==> config.mk <==
export PLATFORM = sky130hd
export DESIGN_NAME = cca_core
export DESIGN_NICKNAME = d
export VERILOG_FILES = /design/src/cca_pkg.sv /design/src/cca_decide.sv /design/src/cca_core.sv
export SDC_FILE = /design/constraint.sdc
export NUM_CORES = 1
export LEC_CHECK = 0
export ABC_AREA = 0
export CAP_MARGIN = 15
export CORE_MARGIN = 5
export CORE_UTILIZATION = 68
export DETAILED_ROUTE_END_ITERATION = 8
export DONT_BUFFER_PORTS = 1
export HOLD_SLACK_MARGIN = 0.06
export MAX_ROUTING_LAYER = met4
export PLACE_DENSITY_LB_ADDON = 0.08
export SYNTH_ARGS = -nofsm -noshare
export SYNTH_HDL_FRONTEND = slang
export SYNTH_HIERARCHICAL = 1
export SYNTH_SLANG_ARGS = --single-unit
==> constraint.sdc <==
create_clock -name clk -period 6.4 [get_ports clk]
set_input_delay 1.28 -clock clk [delete_from_list [all_inputs] [get_ports clk]]
set_output_delay 1.28 -clock clk [all_outputs]
set_load 0.01 [all_outputs]
==> src/cca_pkg.sv <==
package cca_pkg;

    // ------------------------------------------------------------------
    // Register map
    // ------------------------------------------------------------------
    localparam logic [5:0] ADDR_STATUS = 6'h01;
    localparam logic [5:0] ADDR_CONTROL = 6'h08;
    localparam logic [5:0] ADDR_THRESHOLD = 6'h09;

    localparam logic [7:0] STATUS_RESET = 8'h00;
    localparam logic [7:0] CONTROL_RESET = 8'h2b;
    localparam logic [7:0] THRESHOLD_RESET = 8'hc7;

    localparam int STATUS_DONE_BIT = 7;
    localparam int STATUS_IDLE_BIT = 6;
    localparam int CONTROL_REQ_BIT = 7;
    localparam int METHOD_LSB = 5;
    localparam int CHANNEL_MSB = 4;

    // ------------------------------------------------------------------
    // Timing
    // ------------------------------------------------------------------
    localparam int CLK_PERIOD_PS = 8000;
    localparam int RESULT_TIME_US = 140;
    localparam int RESULT_CYCLES = (RESULT_TIME_US * 1000000) / CLK_PERIOD_PS;
    localparam int MEASURE_TIME_US = 128;
    localparam int MEASURE_CYCLES = (MEASURE_TIME_US * 1000000) / CLK_PERIOD_PS;

    // ------------------------------------------------------------------
    // Assessment methods
    // ------------------------------------------------------------------
    typedef enum logic [1:0] {
        METHOD_CS_OR_ED = 2'h0,
        METHOD_ED = 2'h1,
        METHOD_CS = 2'h2,
        METHOD_CS_AND_ED = 2'h3
    } cca_method_type;

    // Channel observations from the receiver.
    typedef struct packed {
        logic carrier_seen;
        logic [7:0] energy_level;
    } cca_obs_type;

    // Register write strobe with address and data.
    typedef struct packed {
        logic write;
        logic [5:0] addr;
        logic [7:0] data;
    } cca_wr_type;

endpackage

==> src/cca_decide.sv <==
`timescale 1ns/100ps
`default_nettype none

// Combines the energy and carrier verdicts for the selected method.
module cca_decide (
    // Inputs
    input wire logic [1:0] method,
    input wire logic [4:0] threshold_step,
    input wire logic energy_valid,
    input wire cca_pkg::cca_obs_type obs,
    // Result
    output logic busy
);

    logic energy_busy;
    logic [7:0] limit;

    always_comb begin
        // Energy level counts 1 dB steps above the power floor.
        limit = {2'h0, threshold_step, 1'b0};
        energy_busy = energy_valid && (obs.energy_level > limit);
        case (cca_pkg::cca_method_type'(method))
            cca_pkg::METHOD_CS_OR_ED: busy = obs.carrier_seen || energy_busy;
            cca_pkg::METHOD_ED: busy = energy_busy;
            cca_pkg::METHOD_CS: busy = obs.carrier_seen;
            cca_pkg::METHOD_CS_AND_ED: busy = obs.carrier_seen && energy_busy;
            default: busy = 1'b0;
        endcase
    end

endmodule

`default_nettype wire

==> src/cca_core.sv <==
// Summary of operation
// - Idle listening: peak energy over the whole 140 us count, result ready 140 us after request.
// - A done pulse is raised when a manual assessment finishes.
// - Energy method: busy when power exceeds floor plus twice threshold step.
// - Each new request clears the idle flag, and the completion flag unless made outside basic receive states.
// - At the end, completion flag sets; idle flag shows no signal found.
// - Carrier method: busy when a compliant modulated signal is seen.
// - Request outside basic receive states: done pulse and flag, no measurement.
// - Request during energy measurement may pulse done early, then again later.
// - Busy receive, methods 1,3,0: wait for a running automated energy measurement to end, else result at once.
// - Busy receive, method 2: result available at once.
// - Sync header starts one 8-symbol energy measurement per frame.
// - Status register: done bit 7, idle bit 6, reserved 5, state 4..0.
// - Control register: write-only request bit 7, method, channel; resets 0x2b.
// - Method 0 OR, 1 energy, 2 carrier, 3 AND.
// - The request bit clears itself after a request.
// - Threshold register holds the five-bit step in bits 4..0.
`timescale 1ns/100ps
`default_nettype none

module cca_core #(
    parameter int RESULT_CYCLES = cca_pkg::RESULT_CYCLES,
    parameter int MEASURE_CYCLES = cca_pkg::MEASURE_CYCLES
) (
    // Clock and reset
    input wire logic clk,
    input wire logic sys_rst,
    // Register access
    input wire cca_pkg::cca_wr_type wr,
    input wire logic [5:0] rd_addr,
    output logic [7:0] rd_data,
    // Transceiver state
    input wire logic [4:0] transceiver_state,
    input wire logic listen_state,
    input wire logic busy_rx_state,
    input wire logic extended_mode,
    input wire logic sync_header_seen,
    input wire logic frame_end,
    input wire cca_pkg::cca_obs_type obs,
    // Outputs
    output logic measure_done_event,
    output logic [4:0] channel
);

    typedef enum logic [3:0] {
        ST_IDLE = 4'b0001,
        ST_LISTEN = 4'b0010,
        ST_WAIT_ED = 4'b0100,
        ST_FINISH = 4'b1000
    } cca_state_type;

    // ------------------------------------------------------------------
    // State
    // ------------------------------------------------------------------
    cca_state_type state_reg, state_next;
    logic [17:0] count_reg, count_next;
    logic [17:0] ed_count_reg, ed_count_next;
    logic ed_run_reg, ed_run_next;
    logic ed_valid_reg, ed_valid_next;
    logic ed_used_reg, ed_used_next;
    logic [7:0] ed_level_reg, ed_level_next;
    logic [7:0] ed_acc_reg, ed_acc_next;
    logic seen_carrier_reg, seen_carrier_next;
    logic acc_listen_reg, acc_listen_next;
    logic done_reg, done_next;
    logic idle_reg, idle_next;
    logic [1:0] method_reg, method_next;
    logic [4:0] channel_reg, channel_next;
    logic [4:0] thresh_reg, thresh_next;
    logic [2:0] thresh_rsv_reg, thresh_rsv_next;
    logic irq_reg, irq_next;
    logic [7:0] rd_reg, rd_next;

    logic busy;
    logic request;
    cca_pkg::cca_obs_type eval_obs;

    assign request = wr.write && (wr.addr == cca_pkg::ADDR_CONTROL)
        && wr.data[cca_pkg::CONTROL_REQ_BIT];

    cca_decide u_decide (
        .method(method_reg),
        .threshold_step(thresh_reg),
        .energy_valid(1'b1),
        .obs(eval_obs),
        .busy(busy)
    );

    function automatic logic [7:0] max8(input logic [7:0] a, input logic [7:0] b);
        max8 = (a > b) ? a : b;
    endfunction

    // ------------------------------------------------------------------
    // Next-state logic
    // ------------------------------------------------------------------
    always_comb begin
        state_next = state_reg;
        count_next = count_reg;
        ed_count_next = ed_count_reg;
        ed_run_next = ed_run_reg;
        ed_valid_next = ed_valid_reg;
        ed_used_next = ed_used_reg;
        ed_level_next = ed_level_reg;
        ed_acc_next = ed_acc_reg;
        seen_carrier_next = seen_carrier_reg;
        acc_listen_next = acc_listen_reg;
        done_next = done_reg;
        idle_next = idle_reg;
        method_next = method_reg;
        channel_next = channel_reg;
        thresh_next = thresh_reg;
        thresh_rsv_next = thresh_rsv_reg;
        irq_next = 1'b0;
        eval_obs.carrier_seen = obs.carrier_seen;
        eval_obs.energy_level = ed_level_reg;

        // Automated energy measurement, once per frame.
        if (frame_end) begin
            ed_used_next = 1'b0;
            ed_valid_next = 1'b0;
        end
        if (sync_header_seen && !ed_used_reg && !ed_run_reg) begin
            ed_run_next = 1'b1;
            ed_used_next = 1'b1;
            ed_valid_next = 1'b0;
            ed_count_next = 18'(MEASURE_CYCLES);
            ed_acc_next = obs.energy_level;
        end else if (ed_run_reg) begin
            // Peak energy stands in for the average; cheaper, more cautious.
            ed_acc_next = max8(ed_acc_reg, obs.energy_level);
            ed_count_next = ed_count_reg - 18'h1;
            if (ed_count_reg == 18'h1) begin
                ed_run_next = 1'b0;
                ed_valid_next = 1'b1;
                ed_level_next = ed_acc_next;
            end
        end

        case (state_reg)
            ST_IDLE: begin
            end
            ST_LISTEN: begin
                seen_carrier_next = seen_carrier_reg || obs.carrier_seen;
                ed_acc_next = max8(ed_acc_reg, obs.energy_level);
                count_next = count_reg - 18'h1;
                if (count_reg == 18'h1) begin
                    state_next = ST_FINISH;
                end
            end
            ST_WAIT_ED: begin
                if (ed_valid_reg) begin
                    state_next = ST_FINISH;
                end
            end
            ST_FINISH: begin
                eval_obs.carrier_seen = seen_carrier_reg || obs.carrier_seen;
                // Listening keeps its own peak; receive results use the automated level.
                eval_obs.energy_level = acc_listen_reg ? ed_acc_reg : ed_level_reg;
                done_next = 1'b1;
                idle_next = !busy;
                irq_next = 1'b1;
                state_next = ST_IDLE;
            end
            default: state_next = ST_IDLE;
        endcase

        if (wr.write && wr.addr == cca_pkg::ADDR_CONTROL) begin
            method_next = wr.data[cca_pkg::CONTROL_REQ_BIT-1:cca_pkg::METHOD_LSB];
            channel_next = wr.data[cca_pkg::CHANNEL_MSB:0];
        end
        if (wr.write && wr.addr == cca_pkg::ADDR_THRESHOLD) begin
            thresh_next = wr.data[4:0];
            thresh_rsv_next = wr.data[7:5];
        end

        if (request) begin
            done_next = 1'b0;
            idle_next = 1'b0;
            seen_carrier_next = obs.carrier_seen;
            acc_listen_next = 1'b0;
            if (extended_mode || !(listen_state || busy_rx_state)) begin
                done_next = 1'b1;
                irq_next = 1'b1;
                state_next = ST_IDLE;
            end else if (listen_state) begin
                state_next = ST_LISTEN;
                count_next = 18'(RESULT_CYCLES);
                acc_listen_next = 1'b1;
                ed_acc_next = obs.energy_level;
            end else if (wr.data[6:5] == 2'(cca_pkg::METHOD_CS)) begin
                state_next = ST_FINISH;
            end else if (ed_run_reg || ed_run_next) begin
                irq_next = 1'b1;
                state_next = ST_WAIT_ED;
            end else begin
                state_next = ST_FINISH;
            end
        end

        // Request bit is never stored, so it always reads back as zero.
        case (rd_addr)
            cca_pkg::ADDR_STATUS: rd_next = {done_reg, idle_reg, 1'b0, transceiver_state};
            cca_pkg::ADDR_CONTROL: rd_next = {1'b0, method_reg, channel_reg};
            cca_pkg::ADDR_THRESHOLD: rd_next = {thresh_rsv_reg, thresh_reg};
            default: rd_next = 8'h00;
        endcase
    end

    // ------------------------------------------------------------------
    // Registers
    // ------------------------------------------------------------------
    always_ff @(posedge clk) begin
        if (sys_rst) begin
            state_reg <= ST_IDLE;
            count_reg <= 18'h0;
            ed_count_reg <= 18'h0;
            ed_run_reg <= 1'b0;
            ed_valid_reg <= 1'b0;
            ed_used_reg <= 1'b0;
            ed_level_reg <= 8'h00;
            ed_acc_reg <= 8'h00;
            seen_carrier_reg <= 1'b0;
            acc_listen_reg <= 1'b0;
            done_reg <= cca_pkg::STATUS_RESET[cca_pkg::STATUS_DONE_BIT];
            idle_reg <= cca_pkg::STATUS_RESET[cca_pkg::STATUS_IDLE_BIT];
            method_reg <= cca_pkg::CONTROL_RESET[6:5];
            channel_reg <= cca_pkg::CONTROL_RESET[4:0];
            thresh_reg <= cca_pkg::THRESHOLD_RESET[4:0];
            thresh_rsv_reg <= cca_pkg::THRESHOLD_RESET[7:5];
            irq_reg <= 1'b0;
            rd_reg <= 8'h00;
        end else begin
            state_reg <= state_next;
            count_reg <= count_next;
            ed_count_reg <= ed_count_next;
            ed_run_reg <= ed_run_next;
            ed_valid_reg <= ed_valid_next;
            ed_used_reg <= ed_used_next;
            ed_level_reg <= ed_level_next;
            ed_acc_reg <= ed_acc_next;
            seen_carrier_reg <= seen_carrier_next;
            acc_listen_reg <= acc_listen_next;
            done_reg <= done_next;
            idle_reg <= idle_next;
            method_reg <= method_next;
            channel_reg <= channel_next;
            thresh_reg <= thresh_next;
            thresh_rsv_reg <= thresh_rsv_next;
            irq_reg <= irq_next;
            rd_reg <= rd_next;
        end
    end

    assign rd_data = rd_reg;
    assign measure_done_event = irq_reg;
    assign channel = channel_reg;

endmodule

`default_nettype wire

==> summary.md <==
| Metric | Value |
|---|---|
| Run status | `complete, no violations` |
| Initial antenna violation count | `0` |
| Ports | `56` |
| Crit share post-route | `0.505` |
| Number of endpoints with negative hold slack in the final report | `0` |
| Avg Vias per Cell | `6.28` |
| Max-slew violation count | `0` |
| Netlist Area Pre-Place | `4350 um^2` |
| Startpoint Class | `flip-flop` |
| Number of buffers on the longest clock path | `2` |
| Number of global-route vias before repair | `3566` |
| Core Box Area | `6280 um^2` |
| Distinct cell type count of the synthesized netlist | `62` |
| Fmax | `0.309 GHz` |
| H-tree level count | `3` |
| Routed wire per std cell | `17.2 um` |
| Combined global-route utilization of all metal layers | `0.250` |
| Floorplan die width | `90.0 um` |
| Max-cap violations | `0` |
| Synthesis-to-finish area growth | `6.36%` |
| Y dimension of the die | `90.0 um` |
| Leading cell types by total area after synthesis | `sky130_fd_sc_hd__dfxtp_1 40%, sky130_fd_sc_hd__nor2_1 5.0%, sky130_fd_sc_hd__ha_1 4.9%` |
| Min Clock Period, post-route | `3.23 ns` |
| Post-layout power | `1140 uW` |
| Critical Path RT | `6.65 ns` |
| Number of port buffers | `0` |
| Commonest cells post-synth | `87 x sky130_fd_sc_hd__dfxtp_1, 58 x sky130_fd_sc_hd__nor2_1, 48 x sky130_fd_sc_hd__nand2_1` |
| First-pass GRT wire length | `16.6 mm` |
| Setup repair after global routing missed its margin | `no` |
| Async set-or-reset flop fraction in the synthesized netlist | `0` |
| Core Rows | `29` |
| Buffer cell driving the clock tree root | `sky130_fd_sc_hd__clkbuf_8` |
| Yosys top cell by area | `sky130_fd_sc_hd__dfxtp_1` |
| Worst vdd rail ir drop | `0.000173 V` |
| Number of endpoints failing setup at the final stage | `0` |
| Total congestion overflow after global routing | `0` |
| TritonCTS clock tree | `built` |
| Number of storage elements in the synthesis netlist | `87` |
| Fillers | `491` |
| Die Outline Area | `8090 um^2` |
| Count of cells resized by post-cts repair | `0` |
| Signal arrival time at the worst endpoint | `3.48 ns` |
| Number of design rule violations left after detail routing | `0` |
| Clock latency at the later pin of the worst-skew pair | `0.36 ns` |
| Normalized max-slew margin | `0.339` |
| Type of the most critical hold path | `flip-flop to flip-flop` |
| Postcts setup bufs | `0` |
| Via count of the routed design | `3596` |
| Detailed router's first-iteration violation count | `141` |
| Leakage power figure | `0.00178 uW` |
| Cell with the most instances after synthesis | `sky130_fd_sc_hd__dfxtp_1` |
| Number of nets produced by synthesis | `555` |
| Gpl congestion | `0.886` |
| CTS hold repair buffers | `0` |
| Power density over the cells | `246 nW/um^2` |
| Count of mapped cells out of synthesis | `496` |
| Nets | `550` |
| Worst Path Max Fanout | `9` |
| Sum of net half-perimeters after detailed placement | `6.79 mm` |
| Maximum number of pins on one net before global-route repair | `37` |
| CP endpoint kind | `flip-flop` |
| Pin slew with the least headroom to its limit | `0.989 ns` |
| Total inserted antenna cells | `0` |
| Proportion of netlist area held by the largest area contributor | `0.401` |
| Commonest register cell after synthesis | `sky130_fd_sc_hd__dfxtp_1` |
| Fraction of layout cells with a size suffix above 1 | `0.0948` |
| Starting Density | `0.693` |
| Kind of critical path | `flip-flop to flip-flop` |
| Average cell area after synthesis | `8.77 um^2` |
| Fin Clk Skew | `0.0128 ns` |
| Warnings from Yosys | `6` |
| CTS sink cnt | `87` |
| Sequential element share of the synthesized area | `0.401` |
| Number of buffers created by CTS | `9` |
| First drt pass iteration count | `4` |
| Number of synthesized flops with an enable pin | `0` |
| Overall routed net length | `9.85 mm` |
| Setup Total Neg Slack | `0 ns` |
| Post-detailed-route count of antenna-violating nets | `0` |
| Clock edge transition at the registers on the reported setup and hold paths | `0.09 ns` |
per-stage QoR:
step,std cells,setup WS (ns),area [um^2],hold slack [ns],util
3_5_place_dp,557,3.22,4400,0.442,0.701
4_1_cts,573,3.19,4620,0.459,0.737
5_1_grt,573,2.83,4620,0.477,0.737
2_1_floorplan,496,3.42,4350,0.419,-
3_3_place_gp,557,3.27,4400,0.434,0.701
6_report,573,3.17,4620,0.463,0.737
cell usage in the layout, fill, tap and decap left out, types with 7 or more instances in the layout:
| cell type | synthesis | layout |
|---|---|---|
| sky130_fd_sc_hd__a211oi_1 | 16 | 16 |
| sky130_fd_sc_hd__xnor2_1 | 18 | 18 |
| sky130_fd_sc_hd__clkbuf_8 | 0 | 9 |
| sky130_fd_sc_hd__nand3_1 | 7 | 7 |
| sky130_fd_sc_hd__mux2_2 | 13 | 13 |
| sky130_fd_sc_hd__nor3_1 | 21 | 21 |
| sky130_fd_sc_hd__nand2_1 | 48 | 48 |
| sky130_fd_sc_hd__inv_1 | 24 | 24 |
| sky130_fd_sc_hd__a2111oi_0 | 9 | 9 |
| sky130_fd_sc_hd__ha_1 | 17 | 17 |
| sky130_fd_sc_hd__o31ai_1 | 16 | 16 |
| sky130_fd_sc_hd__o21ai_0 | 9 | 9 |
| sky130_fd_sc_hd__mux2i_1 | 16 | 16 |
| sky130_fd_sc_hd__a21oi_1 | 17 | 17 |
| sky130_fd_sc_hd__dfxtp_1 | 87 | 87 |
| sky130_fd_sc_hd__nor2_1 | 58 | 58 |
| sky130_fd_sc_hd__xor2_1 | 8 | 8 |
| sky130_fd_sc_hd__a31oi_1 | 8 | 8 |
| sky130_fd_sc_hd__nand4_1 | 7 | 7 |
| sky130_fd_sc_hd__nor4_1 | 8 | 8 |
routing by layer:
layer / track usage / part of all wire / up-vias
met1: 0.294 / 0.42 / 1691
met4: 0.114 / 0.030 / 0
li1: - / - / 1778
met3: 0.0492 / 0.048 / 30
met5: - / 0 / -
met2: 0.414 / 0.50 / 97
worst max-delay path, cell delays in order, from the launching register on:
cell	delay (ns)
sky130_fd_sc_hd__dfxtp_1	0.38
sky130_fd_sc_hd__nor4b_1	0.31
sky130_fd_sc_hd__buf_4	0.20
sky130_fd_sc_hd__nand2_1	0.27
sky130_fd_sc_hd__mux2_2	0.41
sky130_fd_sc_hd__ha_1	0.35
sky130_fd_sc_hd__nand3_1	0.13
sky130_fd_sc_hd__o41ai_1	0.41
sky130_fd_sc_hd__o21ai_0	0.16
sky130_fd_sc_hd__and3_1	0.19
sky130_fd_sc_hd__a2111oi_0	0.33
worst paths after layout:
path	cells past startpoint	startpoint	endpoint	slack [ns]
min reg2reg	2	ed_level_reg[7]	ed_level_reg[7]	0.46
max	10	state_reg[2]	idle_reg	3.17
max reg2reg	10	state_reg[2]	idle_reg	3.17
min	2	ed_level_reg[7]	ed_level_reg[7]	0.46
where the power goes:
part	internal (uW)	switching (uW)	leakage, uW
Sequential	560	20.1	0.000706
Combinational	52.4	72.5	0.000965
Clock	225	207	0.000111
Total	837	300	0.00178
area by class of cell:
type                            count  area [um^2]  area share
Tap cell                           77         96.3      0.0208
Clock buffer                        9          124      0.0268
Clock inverter                      7          103      0.0222
Multi-Input combinational cell    366         2450       0.529
Sequential cell                    87         1740       0.377
Timing Repair Buffer                3         22.5     0.00487
Inverter                           24         90.1      0.0195
cell families after synthesis:
| logic type | after synthesis | synth area share |
|---|---|---|
| AND/OR/NAND/NOR | 194 | 0.228 |
| AO/OA/AOI/OAI | 99 | 0.161 |
| flip-flops | 87 | 0.401 |
| buffers and inverters | 43 | 0.0380 |
| multiplexers | 29 | 0.0705 |
| XOR/XNOR | 26 | 0.0524 |
| adder cells (fa/ha/maj) | 17 | 0.0489 |
| other | 1 | 0.000862 |
Note: power is estimated with default switching activity, not from simulation.
